### config.mk
export PLATFORM = sky130hd
export DESIGN_NAME = ctfw_top
export DESIGN_NICKNAME = d
export VERILOG_FILES = /design/src/rtl/ctfw_pkg.sv /design/src/rtl/ctfw_top.sv /design/src/rtl/ctfw_wake_det.sv
export SDC_FILE = /design/constraint.sdc
export NUM_CORES = 1
export LEC_CHECK = 0
export ABC_CLOCK_PERIOD_IN_PS = 3400
export BUFFER_PORTS_ARGS = -buffer_cell sky130_fd_sc_hd__buf_4
export CORE_ASPECT_RATIO = 1.4
export CORE_UTILIZATION = 50
export DETAILED_ROUTE_END_ITERATION = 12
export PLACE_DENSITY = 0.75
export SYNTH_ARGS = -nofsm -noshare
export SYNTH_HDL_FRONTEND = slang
export SYNTH_SLANG_ARGS = --single-unit
### constraint.sdc
create_clock -name mclk -period 3.4 [get_ports mclk]
set_input_delay 0.68 -clock mclk [delete_from_list [all_inputs] [get_ports mclk]]
set_output_delay 0.68 -clock mclk [all_outputs]
set_load 0.02 [all_outputs]
### src/rtl/ctfw_pkg.sv
// Constants, mode codes and pin bundle of the transceiver fault and wake logic
package ctfw_pkg;

  // ==========================================================================
  // Clock and timing
  localparam int CLK_NS        = 10;
  localparam int WAKE_PHASE_NS = 1000;
  localparam int WAKE_PHASE_CYC = (WAKE_PHASE_NS + CLK_NS - 1) / CLK_NS;
  localparam int WAKE_TO_US    = 1000;
  localparam int WAKE_TO_CYC   = WAKE_TO_US * 1000 / CLK_NS;
  localparam int TXD_DTO_US    = 1000;
  localparam int TXD_DTO_CYC   = (TXD_DTO_US * 1000 + CLK_NS - 1) / CLK_NS;
  localparam int BUS_DTO_US    = 1000;
  localparam int BUS_DTO_CYC   = (BUS_DTO_US * 1000 + CLK_NS - 1) / CLK_NS;
  localparam logic [2:0] BUSF_CYCLES = 3'h4;
  localparam int CNT_W         = 17;
  localparam int PH_W          = 8;

  // ==========================================================================
  // Register map
  localparam int ADDR_W            = 8;
  localparam logic [7:0] CTRL_OFS  = 8'h00;
  localparam logic [7:0] STAT_OFS  = 8'h04;
  localparam int MODE_LSB          = 0;
  localparam int ST_BUSF           = 0;
  localparam int ST_LOCAL          = 1;
  localparam int ST_TDTO           = 2;
  localparam int ST_SHORT          = 3;
  localparam int ST_BUSDOM         = 4;
  localparam int ST_WAKE           = 5;
  localparam int ST_LOCKOUT        = 6;
  localparam int ST_SHUTDN         = 7;

  typedef enum logic [2:0] {
    M_NORMAL  = 3'b000,
    M_SILENT  = 3'b001,
    M_STANDBY = 3'b010,
    M_GOSLEEP = 3'b011,
    M_SLEEP   = 3'b100
  } ctfw_mode_t;

  localparam ctfw_mode_t CTRL_MODE_RST = M_STANDBY;

  typedef enum logic [1:0] {
    W_IDLE = 2'b00,
    W_DOM1 = 2'b01,
    W_REC  = 2'b10,
    W_DOM2 = 2'b11
  } ctfw_wake_st_t;

  // Pin levels: 0 on txd, rxd, lp_rx means dominant
  typedef struct packed {
    logic txd;
    logic rxd;
    logic lp_rx;
    logic bus_short;
    logic txrx_short;
    logic uv;
    logic ot_alarm;
    logic ot_clear;
    logic pwon;
  } ctfw_pin_t;

  // Idle pin levels: lines recessive, detectors quiet
  localparam ctfw_pin_t PIN_IDLE = '{txd: 1'b1, rxd: 1'b1, lp_rx: 1'b1, default: 1'b0};

endpackage

### src/rtl/ctfw_top.sv
// Fault flags, protection lockouts and wake logic of a CAN transceiver
// Behaviour
// - Four shorted TX dominant cycles set bus failure
// - Bus failure shown in normal; cleared normal/power-on
// - Local failure set by four fault events
// - Local failure shown silent; three clear causes
// - Wake request only on filtered wake pattern in low power
// - Pattern is dominant, recessive, dominant phases
// - Pattern time-out restarts wake search
// - Long TX dominant disables transmitter until cleared
// - TX-RX short disables transmitter until cleared
// - Long bus dominant flags; released on recessive
// - Undervoltage holds lockout until supply recovers
// - Overtemperature shuts down until recovery reported
// - Wake phases need about one microsecond minimum
// - Wake pattern window one millisecond
// - TX dominant time-out one millisecond
//
// The register addresses and register access over APB were decided locally.
`timescale 1ns/10ps
module ctfw_top import ctfw_pkg::*; #(
  parameter int unsigned TXD_DTO_CYCLES = TXD_DTO_CYC,
  parameter int unsigned BUS_DTO_CYCLES = BUS_DTO_CYC,
  parameter int unsigned WAKE_TO_CYCLES = WAKE_TO_CYC
) (
  // Clock and reset
  input  wire logic              mclk,
  input  wire logic              rst,
  // APB slave
  input  wire logic              psel,
  input  wire logic              penable,
  input  wire logic              pwrite,
  input  wire logic [ADDR_W-1:0] paddr,
  input  wire logic [31:0]       pwdata,
  output logic      [31:0]       prdata,
  output logic                   pready,
  output logic                   pslverr,
  // Pins and analog detectors
  input  wire ctfw_pin_t         pin_in,
  // Device outputs
  output logic                   fault_n,
  output logic                   tx_enable,
  output logic                   wake_req,
  output logic                   supply_low_lockout,
  output logic                   shutdown
);

  localparam logic [CNT_W-1:0] TDTO_LIM = CNT_W'(TXD_DTO_CYCLES);
  localparam logic [CNT_W-1:0] BDTO_LIM = CNT_W'(BUS_DTO_CYCLES);

  // ==========================================================================
  // Pin synchronisers
  ctfw_pin_t sync1_ff, pin_s, txd_prev_ff;

  always_ff @(posedge mclk or posedge rst) begin
    if (rst) begin
      // Idle levels, so no detector or edge fires in the cycles after reset
      sync1_ff    <= PIN_IDLE;
      pin_s       <= PIN_IDLE;
      txd_prev_ff <= PIN_IDLE;
    end else begin
      sync1_ff    <= pin_in;
      pin_s       <= sync1_ff;
      txd_prev_ff <= pin_s;
    end
  end

  // ==========================================================================
  // APB slave: one wait state, write and read at the pready edge
  ctfw_mode_t  mode_ff, nxt_mode, mode_prev_ff;
  logic        pready_ff, nxt_pready;
  logic        pslverr_ff, nxt_pslverr;
  logic [31:0] prdata_ff, nxt_prdata;
  logic [31:0] stat_word;
  logic        acc_done;
  logic        mapped;

  logic bus_fail_ff, local_fail_ff, tdto_ff, short_ff, busdom_ff, wake_ff;
  logic lockout_ff, shutdown_ff, fault_n_ff, tx_en_ff;

  always_comb begin
    stat_word              = '0;
    stat_word[ST_BUSF]     = bus_fail_ff;
    stat_word[ST_LOCAL]    = local_fail_ff;
    stat_word[ST_TDTO]     = tdto_ff;
    stat_word[ST_SHORT]    = short_ff;
    stat_word[ST_BUSDOM]   = busdom_ff;
    stat_word[ST_WAKE]     = wake_ff;
    stat_word[ST_LOCKOUT]  = lockout_ff;
    stat_word[ST_SHUTDN]   = shutdown_ff;
    mapped      = (paddr == CTRL_OFS) || (paddr == STAT_OFS);
    acc_done    = psel && penable && pready_ff;
    nxt_pready  = psel && penable && !pready_ff;
    nxt_pslverr = nxt_pready && !mapped;
    nxt_prdata  = prdata_ff;
    nxt_mode    = mode_ff;
    if (nxt_pready && !pwrite) begin
      if (paddr == CTRL_OFS) nxt_prdata = {29'h0, mode_ff};
      else if (paddr == STAT_OFS) nxt_prdata = stat_word;
      else nxt_prdata = 32'h0;
    end
    if (acc_done && pwrite && paddr == CTRL_OFS) begin
      // Undefined mode codes are dropped so the mode stays legal
      case (pwdata[MODE_LSB +: 3])
        M_NORMAL, M_SILENT, M_STANDBY, M_GOSLEEP, M_SLEEP:
          nxt_mode = ctfw_mode_t'(pwdata[MODE_LSB +: 3]);
        default: nxt_mode = mode_ff;
      endcase
    end
  end

  always_ff @(posedge mclk or posedge rst) begin
    if (rst) begin
      pready_ff    <= 1'b0;
      pslverr_ff   <= 1'b0;
      prdata_ff    <= 32'h0;
      mode_ff      <= CTRL_MODE_RST;
      mode_prev_ff <= CTRL_MODE_RST;
    end else begin
      pready_ff    <= nxt_pready;
      pslverr_ff   <= nxt_pslverr;
      prdata_ff    <= nxt_prdata;
      mode_ff      <= nxt_mode;
      mode_prev_ff <= mode_ff;
    end
  end

  // ==========================================================================
  // Remote wake-up
  logic wake_pulse, low_power;

  assign low_power = (mode_ff == M_STANDBY) || (mode_ff == M_GOSLEEP) || (mode_ff == M_SLEEP);

  ctfw_wake_det #(
    .PHASE_CYC (WAKE_PHASE_CYC),
    .TO_CYC    (WAKE_TO_CYCLES)
  ) u_wake (
    .mclk       (mclk),
    .rst        (rst),
    .enable     (low_power),
    .lp_dom     (!pin_s.lp_rx),
    .wake_pulse (wake_pulse)
  );

  // ==========================================================================
  // Fault flags and protection
  logic [CNT_W-1:0] tdto_cnt_ff, nxt_tdto_cnt, bdto_cnt_ff, nxt_bdto_cnt;
  logic [2:0]       busf_cnt_ff, nxt_busf_cnt;
  logic             seen_ff, nxt_seen;
  logic nxt_bus_fail, nxt_local, nxt_tdto, nxt_short, nxt_busdom, nxt_wake;
  logic nxt_lockout, nxt_shutdown, nxt_fault_n, nxt_tx_en;
  logic enter_normal, pwon_rise, local_evt, local_clr, driving, txd_rise, rx_on;

  always_comb begin
    enter_normal = (mode_ff == M_NORMAL) && (mode_prev_ff != M_NORMAL);
    pwon_rise    = pin_s.pwon && !txd_prev_ff.pwon;
    driving      = tx_en_ff && !pin_s.txd;
    txd_rise     = pin_s.txd && !txd_prev_ff.txd;
    rx_on        = (mode_ff == M_NORMAL) || (mode_ff == M_SILENT);
    // Transmit dominant time-out counter, normal mode only
    nxt_tdto_cnt = '0;
    if (mode_ff == M_NORMAL && !pin_s.txd)
      nxt_tdto_cnt = (tdto_cnt_ff >= TDTO_LIM) ? tdto_cnt_ff : tdto_cnt_ff + 1'b1;
    // Bus dominant time-out counter
    nxt_bdto_cnt = '0;
    if (rx_on && !pin_s.rxd)
      nxt_bdto_cnt = (bdto_cnt_ff >= BDTO_LIM) ? bdto_cnt_ff : bdto_cnt_ff + 1'b1;
    nxt_busdom = rx_on && !pin_s.rxd && (bdto_cnt_ff >= BDTO_LIM);
    // Short seen while driving dominant, counted at each end of a dominant bit
    nxt_seen     = seen_ff || (driving && pin_s.bus_short);
    nxt_busf_cnt = busf_cnt_ff;
    if (txd_rise) begin
      nxt_seen     = 1'b0;
      nxt_busf_cnt = seen_ff ? ((busf_cnt_ff == BUSF_CYCLES) ? busf_cnt_ff
                                : busf_cnt_ff + 1'b1) : 3'h0;
    end
    if (mode_ff != M_NORMAL) begin
      nxt_seen     = 1'b0;
      nxt_busf_cnt = 3'h0;
    end
    // Flags: a set in the clearing cycle wins
    nxt_bus_fail = bus_fail_ff;
    if (enter_normal || pwon_rise) nxt_bus_fail = 1'b0;
    // Set only at the counting edge, so a saturated count cannot mask a clear
    if (txd_rise && nxt_busf_cnt == BUSF_CYCLES) nxt_bus_fail = 1'b1;
    local_clr = enter_normal || pwon_rise || (!pin_s.rxd && pin_s.txd);
    nxt_tdto  = tdto_ff && !local_clr;
    nxt_short = short_ff && !local_clr;
    if (tdto_cnt_ff >= TDTO_LIM) nxt_tdto = 1'b1;
    if (pin_s.txrx_short) nxt_short = 1'b1;
    local_evt = (tdto_cnt_ff >= TDTO_LIM) || pin_s.txrx_short || nxt_busdom
                || pin_s.ot_alarm;
    nxt_local = local_evt || (local_fail_ff && !local_clr);
    // Wake flag held until normal mode is entered
    nxt_wake = (wake_ff && !enter_normal) || wake_pulse;
    nxt_lockout  = pin_s.uv;
    nxt_shutdown = pin_s.ot_alarm || (shutdown_ff && !pin_s.ot_clear);
    nxt_tx_en = (mode_ff == M_NORMAL) && !nxt_tdto && !nxt_short && !nxt_lockout
                && !nxt_shutdown;
    nxt_fault_n = !(((mode_ff == M_NORMAL) && bus_fail_ff)
                    || ((mode_ff == M_SILENT) && local_fail_ff));
  end

  always_ff @(posedge mclk or posedge rst) begin
    if (rst) begin
      tdto_cnt_ff   <= '0;
      bdto_cnt_ff   <= '0;
      busf_cnt_ff   <= 3'h0;
      seen_ff       <= 1'b0;
      bus_fail_ff   <= 1'b0;
      local_fail_ff <= 1'b0;
      tdto_ff       <= 1'b0;
      short_ff      <= 1'b0;
      busdom_ff     <= 1'b0;
      wake_ff       <= 1'b0;
      lockout_ff    <= 1'b0;
      shutdown_ff   <= 1'b0;
      fault_n_ff    <= 1'b1;
      tx_en_ff      <= 1'b0;
    end else begin
      tdto_cnt_ff   <= nxt_tdto_cnt;
      bdto_cnt_ff   <= nxt_bdto_cnt;
      busf_cnt_ff   <= nxt_busf_cnt;
      seen_ff       <= nxt_seen;
      bus_fail_ff   <= nxt_bus_fail;
      local_fail_ff <= nxt_local;
      tdto_ff       <= nxt_tdto;
      short_ff      <= nxt_short;
      busdom_ff     <= nxt_busdom;
      wake_ff       <= nxt_wake;
      lockout_ff    <= nxt_lockout;
      shutdown_ff   <= nxt_shutdown;
      fault_n_ff    <= nxt_fault_n;
      tx_en_ff      <= nxt_tx_en;
    end
  end

  assign prdata             = prdata_ff;
  assign pready             = pready_ff;
  assign pslverr            = pslverr_ff;
  assign fault_n            = fault_n_ff;
  assign tx_enable          = tx_en_ff;
  assign wake_req           = wake_ff;
  assign supply_low_lockout = lockout_ff;
  assign shutdown           = shutdown_ff;
endmodule // ctfw_top

### src/rtl/ctfw_wake_det.sv
// Filtered remote wake-up pattern detector
`timescale 1ns/10ps
module ctfw_wake_det import ctfw_pkg::*; #(
  parameter int unsigned PHASE_CYC = WAKE_PHASE_CYC,
  parameter int unsigned TO_CYC    = WAKE_TO_CYC
) (
  // Clock and reset
  input  wire logic mclk,
  input  wire logic rst,
  // Detector control and line
  input  wire logic enable,
  input  wire logic lp_dom,
  // Result
  output logic      wake_pulse
);

  localparam logic [PH_W-1:0]  PH_MIN  = PH_W'(PHASE_CYC);
  localparam logic [CNT_W-1:0] WIN_MAX = CNT_W'(TO_CYC);

  ctfw_wake_st_t    st_ff, nxt_st;
  logic [PH_W-1:0]  ph_ff, nxt_ph;
  logic [CNT_W-1:0] win_ff, nxt_win;
  logic             wake_ff, nxt_wake;
  logic             qual;
  logic [PH_W-1:0]  ph_inc;

  // ==========================================================================
  // Pattern sequencer
  always_comb begin
    qual     = (ph_ff >= PH_MIN);
    ph_inc   = (ph_ff == '1) ? ph_ff : ph_ff + 1'b1;
    nxt_st   = st_ff;
    nxt_ph   = ph_ff;
    nxt_win  = win_ff + 1'b1;
    nxt_wake = 1'b0;
    if (!enable) begin
      nxt_st  = W_IDLE;
      nxt_ph  = '0;
      nxt_win = '0;
    end else if (st_ff != W_IDLE && win_ff >= WIN_MAX) begin
      nxt_st  = W_IDLE;
      nxt_win = '0;
    end else begin
      case (st_ff)
        W_IDLE: begin
          nxt_win = '0;
          if (lp_dom) begin
            nxt_st  = W_DOM1;
            nxt_ph  = 8'h01;
            nxt_win = 17'h00001;
          end
        end
        W_DOM1: begin
          if (lp_dom) nxt_ph = ph_inc;
          else if (qual) begin
            nxt_st = W_REC;
            nxt_ph = 8'h01;
          end else nxt_st = W_IDLE;
        end
        W_REC: begin
          if (!lp_dom) nxt_ph = ph_inc;
          else if (qual) begin
            nxt_st = W_DOM2;
            nxt_ph = 8'h01;
          end else nxt_st = W_IDLE;
        end
        W_DOM2: begin
          if (!lp_dom) nxt_st = W_IDLE;
          else if (ph_inc >= PH_MIN) begin
            nxt_wake = 1'b1;
            nxt_st   = W_IDLE;
          end else nxt_ph = ph_inc;
        end
        default: nxt_st = W_IDLE;
      endcase
    end
  end

  always_ff @(posedge mclk or posedge rst) begin
    if (rst) begin
      st_ff   <= W_IDLE;
      ph_ff   <= '0;
      win_ff  <= '0;
      wake_ff <= 1'b0;
    end else begin
      st_ff   <= nxt_st;
      ph_ff   <= nxt_ph;
      win_ff  <= nxt_win;
      wake_ff <= nxt_wake;
    end
  end

  assign wake_pulse = wake_ff;
endmodule // ctfw_wake_det

# [After elaboration in Yosys (flattened, before gate mapping)]
# Cells that the tools add are included.
[word_totals] elab_cells=193 input_bits=54 regBits=136
[op_classes] n_addsub=5 eq_ne=25 order_cmp=5 n_reduce_logical=70 muxes=45
[op_table] op="$mux W17" count=7
[op_table] op="$mux W8" count=11
[op_table] op="$add A17 B1 Y17 const B" count=3
[op_table] op="$ge A17 B17 Y1 const B" count=3
[op_table] op="$pmux W8 S4" count=1
[op_table] op="$logic_and A1 B1 Y1" count=29
[op_table] op="$mux W2" count=9
[op_table] op="$ge A8 B7 Y1 const B" count=2
[op_table] op="$logic_not A1 Y1" count=15
[op_table] op="$logic_or A1 B1 Y1" count=14
[op_table] op="$eq A3 B2 Y1 const B" count=4
[op_table] op="$eq A3 B3 Y1 const B" count=4
[op_table] op="$mux W1" count=12
[op_table] op="$mux W3" count=4
[op_table] op="$ne A4 B4 Y1 const B" count=3
[op_table] op="$ne A3 B3 Y1 const B" count=3
[op_table] op="$add A8 B1 Y8 const B" count=1
[op_table] op="$eq A8 B3 Y1 const B" count=1
[op_table] op="$eq A8 B8 Y1 const B" count=1
[op_table] op="$logic_not A8 Y1" count=1
[op_table] op="$pmux W2 S4" count=1
[op_table] op="$reduce_and A4 Y1" count=2
[op_table] op="$eq A3 B1 Y1 const B" count=2
[op_table] op="$logic_not A3 Y1" count=2
[op_table] op="other kinds (10)" count=15

# [Logic depth before layout (Yosys ltp)]
# Gate-level depths: netlist of run 1.
[logic_depth] word_depth=12 ltp_mapped=10 ltp_nobuf=8

# [Hierarchy]
# Synthesis of run 1 repeated with hierarchy kept, for this count alone.
[hier_totals] hier_cells=557 hier_area_um2=5572.8
[by_module_without_submodules] module="ctfw_top" area_per_inst_um2=3806.2 n_inst=1 cells_each=355 seq_area_each_um2=2114.5
[by_module_without_submodules] module="ctfw_wake_det" area_per_inst_um2=1766.7 n_inst=1 cells_each=202 seq_area_each_um2=700.7

# [Worst setup path after synthesis of run 1]
# OpenSTA, ideal clock, no wires.
[synth_path] kind="register -> register" from="register u_wake.ph_ff[0]" to="register u_wake.ph_ff[2]" setup_slack_ns=0.912 period_less_slack_ns=2.488 path_buffers=2 t_arrival_ns=2.409 required_time_ns=3.322 stages_incl_launch_ff=10 path_cell_list="dfrtp_1 clkbuf_1 nand2_1 nor3_1 mux2_1 a31o_2 o211a_1 buf_6 or4_1 a21oi_1"
[synth_between] elab_chain_len=7 word_cells_on_any_way=15 classes_between="add/sub: 1; order compare: 2; eq/ne: 2; mux: 9; reduce/logical: 1"
[synth_lines] element="start: declaration" line_no="ctfw_wake_det.sv:21" text="logic [PH_W-1:0] ph_ff, nxt_ph;"
[synth_lines] element="start signal: assignment" line_no="ctfw_wake_det.sv:87" text="ph_ff <= nxt_ph;"
[synth_lines] element="parallel branches: the longest is 7 deep, another holds $add A8 B1 Y8"
# Several ways; the timed one is not identified. The select of a mux whose other input is x is not followed.
# A chain may end at the register's enable or synchronous reset.

# [Worst setup path after layout of run 1]
# Same ends and word-level chain as after synthesis.

==> results of run 1 <==
[per-layer routing]
metal	vias to the layer above	wire, um	global-route usage
met3	20	275	0.0351
met1	1830	4360	0.248
li1	1860	-	-
met5	-	0	0
met4	0	221	0.0794
met2	73	5400	0.344
[through the flow]
step           hold slack (ns)  total power [mW]  cells
2_1_floorplan            0.331              1.51    567
3_3_place_gp             0.336              1.53    700
3_5_place_dp             0.335              1.54    700
4_1_cts                  0.348              2.76    716
5_1_grt                  0.350              2.83    716
6_report                 0.344              2.73    716
[worst max-delay path: stages, from the launching register on]
cell     delay, ns
dfrtp_1       0.50
ha_1          0.37
nand4_1       0.19
a31oi_1       0.21
nand3_1       0.10
a31o_2        0.31
o211a_1       0.35
or4_1         0.55
a21oi_1       0.16
[sequential cells by signal, indices dropped and copies added (netlist names), 2 cells and up]
name           count
bdto_cnt_ff       17
busf_cnt_ff        3
mode_ff            3
mode_prev_ff       3
pin_s              8
prdata             8
sync1_ff           9
tdto_cnt_ff       17
txd_prev_ff        2
u_wake.ph_ff       8
u_wake.st_ff       2
u_wake.win_ff     17
[cell type report]
class                   instances  area (um^2)
fillers                       874         4380
flip-flops and latches        112         2820
multi-input cells             391         2290
repair buffers                 40          313
clock buffers                  10          239
well taps                     138          173
clock inverters                 6          114
inverters                      19         75.1
[power by group]
| part | leakage [nW] | total (mW) | internal (mW) | switching, mW |
|---|---|---|---|---|
| registers | 1.48 | 1.38 | 1.36 | 0.0179 |
| logic | 1.05 | 0.136 | 0.0426 | 0.0930 |
| clock network | 0.171 | 1.22 | 0.744 | 0.474 |
[cell usage after synthesis, drive strengths merged, types with 4 or more instances]
cell type,instances
mux2,5
mux2i,6
nand3,21
nor2,72
nor3,14
a21oi,18
nor2b,5
a31oi,5
or3,8
o211a,4
dfstp,10
o211ai,6
o21ai,21
inv,19
xor2,23
a211oi,5
nand2b,7
or4,4
ha,10
a22o,5
buf,29
nand2,57
and3,10
xnor2,18
and2,4
nand4,7
dfrtp,102
clkbuf,16
[how the worst max path moves through the flow]
stage | from | to | slack, ns | depth (start not counted)
2_1_floorplan | u_wake.ph_ff[0]$_DFFE_PP0P_ | u_wake.ph_ff[2]$_DFFE_PP0P_ | 0.91 | 9
3_3_place_gp | u_wake.ph_ff[0]$_DFFE_PP0P_ | u_wake.ph_ff[2]$_DFFE_PP0P_ | 0.64 | 8
3_5_place_dp | u_wake.ph_ff[0]$_DFFE_PP0P_ | u_wake.ph_ff[2]$_DFFE_PP0P_ | 0.60 | 8
4_1_cts | u_wake.ph_ff[0]$_DFFE_PP0P_ | u_wake.ph_ff[2]$_DFFE_PP0P_ | 0.57 | 8
5_1_grt | u_wake.ph_ff[0]$_DFFE_PP0P_ | u_wake.ph_ff[2]$_DFFE_PP0P_ | 0.37 | 8
6_report | u_wake.ph_ff[0]$_DFFE_PP0P_ | u_wake.ph_ff[2]$_DFFE_PP0P_ | 0.58 | 8
[kinds of logic after synthesis]
| logic type | after synthesis | share of synthesized area |
|---|---|---|
| adder cells (fa/ha/maj) | 10 | 0.0233 |
| XOR/XNOR | 41 | 0.0669 |
| AND/OR/NAND/NOR | 222 | 0.197 |
| multiplexers | 11 | 0.0217 |
| flip-flops | 112 | 0.525 |
| other | 1 | 0.000699 |
| buffers and inverters | 64 | 0.0639 |
| AO/OA/AOI/OAI | 83 | 0.102 |
==> run metrics, run 1 <==
status=finished, final reports clean; Crit Path Category=register to register; Worst Setup Start Kind=register; number of antenna violations at the first check in global routing=0; horizontal die dimension=around 90 um; finished layout cell area=about 6000 um^2; Die H=~120 um; number of I/O port buffers=39; clock tree from TritonCTS=yes; number of hold-repair buffers added at the cts stage=0; clock slew at the register clock pins of the worst setup and hold paths=around 0.07 ns; share of the core filled with cells in the final layout=0.579; dominant register cell in the synthesized netlist=dfrtp_1; peak clock frequency supported by timing=0.354 GHz; Tot GR Track Use=0.202; number of flops mapped to enable cells by yosys=0; most frequent cells in the layout=dfrtp_1 (102), nor2_1 (72), nand2_1 (57), buf_4 (39), conb_1 (24); unrepaired setup endpoints after global routing=false; proportion of register bits with asynchronous set or reset after synthesis=1.00; Final GP Congestion=just over 0.9; cell depth of the worst min-delay path=0; cell types with the largest area share after synthesis=dfrtp_1 (48%), nor2_1 (5.0%), dfstp_2 (4.9%); Final setup violation count=0; area inside the core boundary=roughly 10,000 um^2; Least-Margin Pin Slew=0.772 ns; average instance area after synthesis=a little under 10 um^2; first-pass GRT wire length=17,600 um; number of hold violations in the final report=0; placed instance area=between 5000 and 6000 um^2; 1st-iter DRT viols=217; Syn Inst Count=between 500 and 600; count of antenna-violating nets left after detailed routing=0; CP required=about 3.7 ns; Synthesis Warnings=0; Netlist cell types=58; pin count of the biggest net entering global routing=82; vias in the first global route=about 4,000; Critical Path Fanout Max=10; commonest non-fill, non-tap cell in the layout=dfrtp_1; worst slack at placement=0.597 ns; antenna fix cells=0; maximum buffer depth of the clock tree=2; total of cells resized after clock tree synthesis=0; number of nets in the final layout=approximately 640; register-to-register path setup slack=roughly 0.58 ns; clock latency at the later pin of the worst-skew pair=approximately 0.35 ns; share of the synthesized area in the top cell type=0.476; startpoint of the lowest-slack hold path=sync1_ff[5]$_DFF_PP0_; final clock skew=about 0.0076 ns; max-capacitance violation count=0; I/O Pins=93; die area=roughly 11,000 um^2; layout overhead on the synthesized area=12.2%; routed length per instance=approximately 14 um; final WL=between 10,000 and 15,000 um; final critical-path setup slack=~0.58 ns; aggregate global routing overflow=0; HPWL Detailed=slightly above 7000 um; Worst slew margin=0.481; max-slew violation count=0; reg2reg start=u_wake.ph_ff[0]$_DFFE_PP0P_; worst min-delay path class=register to register; synthesized area=5370 um^2; type of destination of the critical path=register; Num CTS Buffers=9; initial standard-cell utilization of the core=0.516; terminating pin of the worst hold path=pin_s[5]$_DFF_PP0_; row cnt=44; time the final worst path needs with I/O delays and setup=2.82 ns; via count=3,783; ratio of cells with drive above 1 in the final layout=0.131; count of cells along the worst register-to-register path=8; Data arrival, critical path=3.09 ns; detailed-route DRC error count=0; FF+latch count, synth=approximately 110; pwr dens=roughly 450 nW/um^2; router iterations before antenna repair=4; Post-CTS Setup Bufs=0; Lkg Pwr=around 2.7 nW; CTS HTree Levels=3; worst flop-to-flop path endpoint=u_wake.ph_ff[2]$_DFFE_PP0P_; most area-hungry cell type in the Yosys netlist=dfrtp_1; sequential element share of the synthesized area=0.525; Max rail drop VDD=roughly 290 uV; final clock period utilization by the worst path=0.830; root buffer cell=clkbuf_16; clk sink count=112; drt via density=approximately 5.3; final total negative setup slack=0 ns
Power figures use the tool's default switching activity.
==> run 2: changes to the inputs <==
Settings changed: ABC_AREA from default to 1, ABC_CLOCK_PERIOD_IN_PS 3400 to 2500.
Clock period 3.4 ns to 2.5 ns, I/O delays scaled along.
==> run 2 against run 1 <==
Net effect:
- synthesized area increased by 9.1%
- flip-flop and latch count did not move
- die area grew 8.9%
- clock skew is 0.0023 ns higher
- count of clock-buffer cells in the layout increased by 1
- register-to-register slack worse by 0.15 ns
- clock power is 34% higher
- critical path depth grew 2
- wire length increased by 18%
- non-clock buffer count grew 2
- critical path type unchanged
- largest cell class unchanged
- largest power group unchanged
==> run metrics, run 2 <==
internal portion of total power=2.91 mW; count of antenna-violating nets left after detailed routing=0; I/O Pins=93; routed length per instance=roughly 14 um; list of most frequent post-synthesis cells=nand2_1 (147), dfrtp_1 (102), inv_1 (76), nor2_1 (61), nand3_1 (42); row cnt=46; Clk pwr share=0.435; Final setup violation count=0; Switching Fraction=0.221; time the final worst path needs with I/O delays and setup=2.07 ns; max-slew violation count=0; power share of the sequential group=0.505; most common cell in the netlist=nand2_1; number of flops mapped to enable cells by yosys=0; FF+latch count, synth=around 110; 1st-iter DRT viols=367; detailed-route DRC error count=0; Syn Inst Count=about 700; Max rail drop VDD=between 300 and 400 uV; total number of cells along the worst setup path=10; Crit path max-delay family=simple AND/OR/NAND/NOR gates; number of I/O port buffers=39; vias in the first global route=around 4,600; Bufs and invs on worst path=0; average instance area after synthesis=between 8 and 9 um^2; number of nets in the final layout=806; CTS HTree Levels=3; maximum buffer depth of the clock tree=2; Num CTS Buffers=9; Data arrival, critical path=around 2.3 ns; Worst slew margin=0.521; type of destination of the critical path=register; via count=about 4,800; max-capacitance violation count=0; peak clock frequency supported by timing=0.484 GHz; Netlist cell types=46; antenna fix cells=0; cell depth of the worst min-delay path=1; clock slew at the register clock pins of the worst setup and hold paths=roughly 0.07 ns; proportion of register bits with asynchronous set or reset after synthesis=1.00; Lkg Pwr=between 3 and 4 nW; initial standard-cell utilization of the core=0.516; register-to-register path setup slack=0.43 ns; root buffer cell=clkbuf_16; horizontal die dimension=93.4 um; pwr dens=about 570 nW/um^2; total of cells resized after clock tree synthesis=0; worst stage delay on the critical path=0.49 ns; CP required=2.74 ns; largest registers=bdto_cnt_ff (17), tdto_cnt_ff (17), u_wake.win_ff (17); Critical Path Fanout Max=8; Post-CTS Setup Bufs=0; dominant register cell in the synthesized netlist=dfrtp_1; Tot GR Track Use=0.218; total net switching power=0.826 mW; most frequent CP cell=nand2_1; Crit Path Category=register to register; clk sink count=between 100 and 150; final clock period utilization by the worst path=0.827; Critical Path Slowest Stage Cell=dfrtp_1; Least-Margin Pin Slew=slightly above 0.7 ns; pin count of the biggest net entering global routing=60; cell types with the largest area share after synthesis=dfrtp_1 (44%), nand2_1 (9.4%), inv_1 (4.9%); drt via density=between 5 and 6; worst min-delay path class=primary input to register; share of the core filled with cells in the final layout=0.579; aggregate global routing overflow=0; first-pass GRT wire length=around 21,000 um; ratio of cells with drive above 1 in the final layout=0.162; Worst Setup Start Kind=register; layout overhead on the synthesized area=12.1%; Final GP Congestion=0.882; die area=around 12,000 um^2; chain of cells forming the critical path=ha_1 -> nand2_1 -> nor2_1 -> nand2_1 -> nand4_1 -> nand3_1 -> nand2_1 -> nand2_1 -> nand4_1 -> nand2_1; most area-hungry cell type in the Yosys netlist=dfrtp_1; area occupied by registers=2820 um^2; Die H=130 um; status=finished, final reports clean; final WL=12,100 um; area inside the core boundary=between 10,000 and 15,000 um^2; final total negative setup slack=0 ns; share of the synthesized area in the top cell type=0.436; combinational power share=0.060; clock latency at the later pin of the worst-skew pair=about 0.35 ns; router iterations before antenna repair=5; most frequent cells in the layout=nand2_1 (147), dfrtp_1 (102), inv_1 (75), nor2_1 (61); number of cells after detailed placement=875; synthesized area=5850 um^2; footprint of the multi-input gates=between 2000 and 3000 um^2; final cell count without fillers=just under 900; clock tree from TritonCTS=yes; Fillers=a little over 1,000; Synthesis Warnings=0; unrepaired setup endpoints after global routing=false; number of hold violations in the final report=0; number of antenna violations at the first check in global routing=0; HPWL Detailed=roughly 8900 um; final clock skew=0.00988 ns; commonest non-fill, non-tap cell in the layout=nand2_1; number of hold-repair buffers added at the cts stage=0; sequential element share of the synthesized area=0.481; count of cells along the worst register-to-register path=10
-- run 2: path summary, 6_finish.rpt --
path                                                     to                         from
worst max register to register  u_wake.ph_ff[5]$_DFFE_PP0P_  u_wake.ph_ff[0]$_DFFE_PP0P_
worst max-delay path            u_wake.ph_ff[5]$_DFFE_PP0P_  u_wake.ph_ff[0]$_DFFE_PP0P_
worst min-delay path                  sync1_ff[6]$_DFF_PP1_                    pin_in[6]
worst min register to register           pin_s[1]$_DFF_PP0_        sync1_ff[1]$_DFF_PP0_
min in group asynchronous                 pslverr$_DFF_PP0_                          rst
max in group asynchronous       u_wake.ph_ff[2]$_DFFE_PP0P_                          rst
-- run 2: layout make-up --
class,count,area share
clock inverter,5,0.0162
timing repair buffer,42,0.0481
clock buffer,11,0.0355
multi-input combinational,484,0.390
sequential,112,0.429
tap,144,0.0275
inverter,93,0.0538
-- run 2: worst register-to-register path, stage by stage (launching register included) --
cell and delay (ns):
dfrtp_1 0.49, ha_1 0.28, nand2_1 0.07, nor2_1 0.18
nand2_1 0.17, nand4_1 0.15, nand3_1 0.08, nand2_1 0.11
nand2_1 0.22, nand4_1 0.15, nand2_1 0.06
-- run 2: per-layer routing --
| metal | track usage | vias to the layer above | part of all wire |
|---|---|---|---|
| li1 | - | 2315 | - |
| met1 | 0.256 | 2316 | 0.41 |
| met2 | 0.403 | 132 | 0.52 |
| met3 | 0.0379 | 23 | 0.046 |
| met4 | 0.0724 | 0 | 0.018 |
| met5 | 0 | - | 0 |
-- run 2: power by group through the flow --
stage	combinational [mW]	clock (mW)	sequential (mW)
2_1_floorplan	0.171	0	1.92
4_1_cts	0.226	1.66	1.89
5_1_grt	0.258	1.72	1.89
6_report	0.223	1.63	1.89
3_5_place_dp	0.225	0	1.92
3_3_place_gp	0.214	0	1.92
-- run 2: logic make-up (layout without fill, tap and decap cells) --
kind of cell / count (synthesis) / after routing / share of synthesized area
AND/OR/NAND/NOR: 333 / 333 / 0.266
buffers and inverters: 123 / 151 / 0.0966
flip-flops: 112 / 112 / 0.481
AO/OA/AOI/OAI: 94 / 94 / 0.0985
XOR/XNOR: 20 / 20 / 0.0299
adder cells (fa/ha/maj): 10 / 10 / 0.0214
multiplexers: 3 / 3 / 0.00577
other: 1 / 24 / 0.000641
-- run 2: metrics by stage --
stage / hold WS, ns / setup WS (ns) / total power [mW] / area [um^2]
floorplan: 0.331 / 0.651 / 2.09 / 5940
global placement: 0.334 / 0.508 / 2.13 / 6220
detailed placement: 0.335 / 0.466 / 2.15 / 6220
CTS: 0.242 / 0.450 / 3.77 / 6560
global route: 0.242 / 0.237 / 3.87 / 6560
finish: 0.254 / 0.433 / 3.74 / 6560
==> run 3: changes to the inputs <==
Settings changed: ABC_AREA 1 to 0, ABC_CLOCK_PERIOD_IN_PS 2500 to 1850.
Clock period 2.5 ns to 1.85 ns, I/O delays scaled along.
==> run 3 against run 2 <==
Net effect:
- the run now ends with negative setup slack left
- hold slack got worse by 0.13 ns
- cell area rose by 4.5%
- non-clock buffer count rose by 77
- global-route usage rose by 1.4 points
- largest power group unchanged
- sequential share of layout area fell by 1.8 points
- first-iteration DRC count fell by 47%
- sequential power rose by 34%
- count of clock-buffer cells in the layout fell by 2
- via count fell by 12%
- register-to-register slack got worse by 0.87 ns
- core utilization rose by 8.0 points
- critical path type unchanged
==> run metrics, run 3 (same netlist as run 1, synthesis figures left out) <==
CTS HTree Levels=3; finished layout cell area=just under 7000 um^2; count of antenna-violating nets left after detailed routing=0; number of hold-repair buffers added at the cts stage=0; time the final worst path needs with I/O delays and setup=about 2.3 ns; Least-Margin Pin Slew=about 0.63 ns; aggregate global routing overflow=0; number of antenna violations at the first check in global routing=0; clock latency at the later pin of the worst-skew pair=about 0.35 ns; number of nets in the final layout=roughly 720; Worst Setup Start Kind=register; worst min-delay path class=primary input to register; commonest non-fill, non-tap cell in the layout=buf_4; final clock skew=about 0.0081 ns; Data arrival, critical path=between 2 and 3 ns; Final setup violation count=42; router iterations before antenna repair=4; final WL=between 10,000 and 15,000 um; clk sink count=about 110; overall power after layout=4.68 mW; first-pass GRT wire length=19,700 um; HPWL Detailed=8590 um; pin count of the biggest net entering global routing=between 100 and 150; vias in the first global route=between 4,000 and 5,000; drt via density=5.32; reg2reg start=u_wake.win_ff[12]$_DFF_PP0_; Worst slew margin=0.581; Max rail drop VDD=roughly 430 uV; largest registers=bdto_cnt_ff (17), tdto_cnt_ff (17), u_wake.win_ff (17); status=finished, violations left; WL met1=4770 um; worst hold margin=0.120 ns; number of I/O port buffers=39; Final GP Congestion=0.885; antenna fix cells=0; most frequent cells in the layout=buf_4 (108), dfrtp_1 (100), nor2_1 (72), nand2_1 (55), conb_1 (24); peak clock frequency supported by timing=~0.44 GHz; routed length per instance=~16 um; area inside the core boundary=about 10,000 um^2; violated checks=negative setup slack; detailed-route DRC error count=0; placed instance area=~6200 um^2; Lkg Pwr=~3.1 nW; final clock period utilization by the worst path=1.24; Fillers=between 700 and 800; crit path launch=u_wake.win_ff[12]$_DFF_PP0_; number of hold violations in the final report=0; pwr dens=~700 nW/um^2; worst flop-to-flop path endpoint=u_wake.ph_ff[2]$_DFFE_PP0P_; clock tree from TritonCTS=yes; final critical-path setup slack=-0.438 ns; Tot GR Track Use=0.233; count of cells along the worst register-to-register path=6; layout overhead on the synthesized area=27.7%; Critical Path Sink=u_wake.ph_ff[2]$_DFFE_PP0P_; Die H=between 100 and 150 um; CP required=between 2 and 2.5 ns; maximum buffer depth of the clock tree=2; type of destination of the critical path=register; Critical Path Fanout Max=4; die area=11,200 um^2; Num CTS Buffers=9; via count=between 4,000 and 5,000; uppermost signal routing layer after detailed routing=met4; max-slew violation count=0; register-to-register path setup slack=-0.44 ns; max-capacitance violation count=0; 1st-iter DRT viols=just under 200; clock slew at the register clock pins of the worst setup and hold paths=0.08 ns; root buffer cell=clkbuf_16; horizontal die dimension=89.6 um; ratio of cells with drive above 1 in the final layout=0.297; initial standard-cell utilization of the core=0.516; row cnt=44; DR WL met2=between 6000 and 7000 um; I/O Pins=slightly above 90; Crit Path Category=register to register; routed length on met3=approximately 320 um; unrepaired setup endpoints after global routing=true
-- run 3: critical path, cell delays in order, from the launching register on --
cell and delay [ns]:
dfrtp_1 0.39, or4_4 0.54, o211a_1 0.24, a211o_1 0.28, o211a_4 0.17, or4_1 0.47, a21oi_1 0.13
-- run 3: report_power, final --
part	switching (mW)	leakage [nW]	internal (mW)
combinational	0.189	1.51	0.0988
clock	0.933	0.141	0.933
sequential	0.0327	1.48	2.50
total	1.15	3.13	3.53
-- run 3: layout make-up --
type	count	area [um^2]	area share
multi-input combinational	391	2570	0.374
timing repair buffer	119	943	0.138
clock buffer	9	225	0.0329
inverter	19	75.1	0.0110
sequential	112	2820	0.411
clock inverter	7	53.8	0.00785
tap	138	173	0.0252
-- run 3: how the worst min path moves through the flow --
stage / cells past startpoint / slack (ns) / endpoint / start
2_1_floorplan: 0 / 0.33 / nxt_lockout$_DFF_PP0_ / sync1_ff[3]$_DFF_PP0_
3_3_place_gp: 0 / 0.33 / pin_s[4]$_DFF_PP0_ / sync1_ff[4]$_DFF_PP0_
3_5_place_dp: 0 / 0.34 / pin_s[1]$_DFF_PP0_ / sync1_ff[1]$_DFF_PP0_
4_1_cts: 1 / 0.11 / sync1_ff[0]$_DFF_PP0_ / pin_in[0]
5_1_grt: 1 / 0.11 / sync1_ff[8]$_DFF_PP1_ / pin_in[8]
6_report: 1 / 0.12 / sync1_ff[0]$_DFF_PP0_ / pin_in[0]
-- run 3: metal layers --
metal | up-vias | GRT usage
li1 | 2021 | -
met1 | 2073 | 0.260
met2 | 97 | 0.414
met3 | 40 | 0.0384
met4 | 0 | 0.112
met5 | - | 0
-- run 3: stage by stage --
stage	instances	setup TNS [ns]	utilization	worst slack (ns)
final	795	-8.20	0.659	-0.438
after CTS	791	-6.94	0.645	-0.437
after floorplan	567	-3.93	-	-0.437
after detailed placement	766	-8.40	0.598	-0.500
after global routing	795	-11.96	0.659	-0.483
after global placement	766	-6.01	0.598	-0.411
-- run 3: timing repair --
item | 4_1_cts | 5_1_grt
pin swaps | 21 | 27
setup buffers | 13 | 9
setup endpoints to repair | 43 | 57
cloned | 0 | 0
resized for setup | 31 | 27
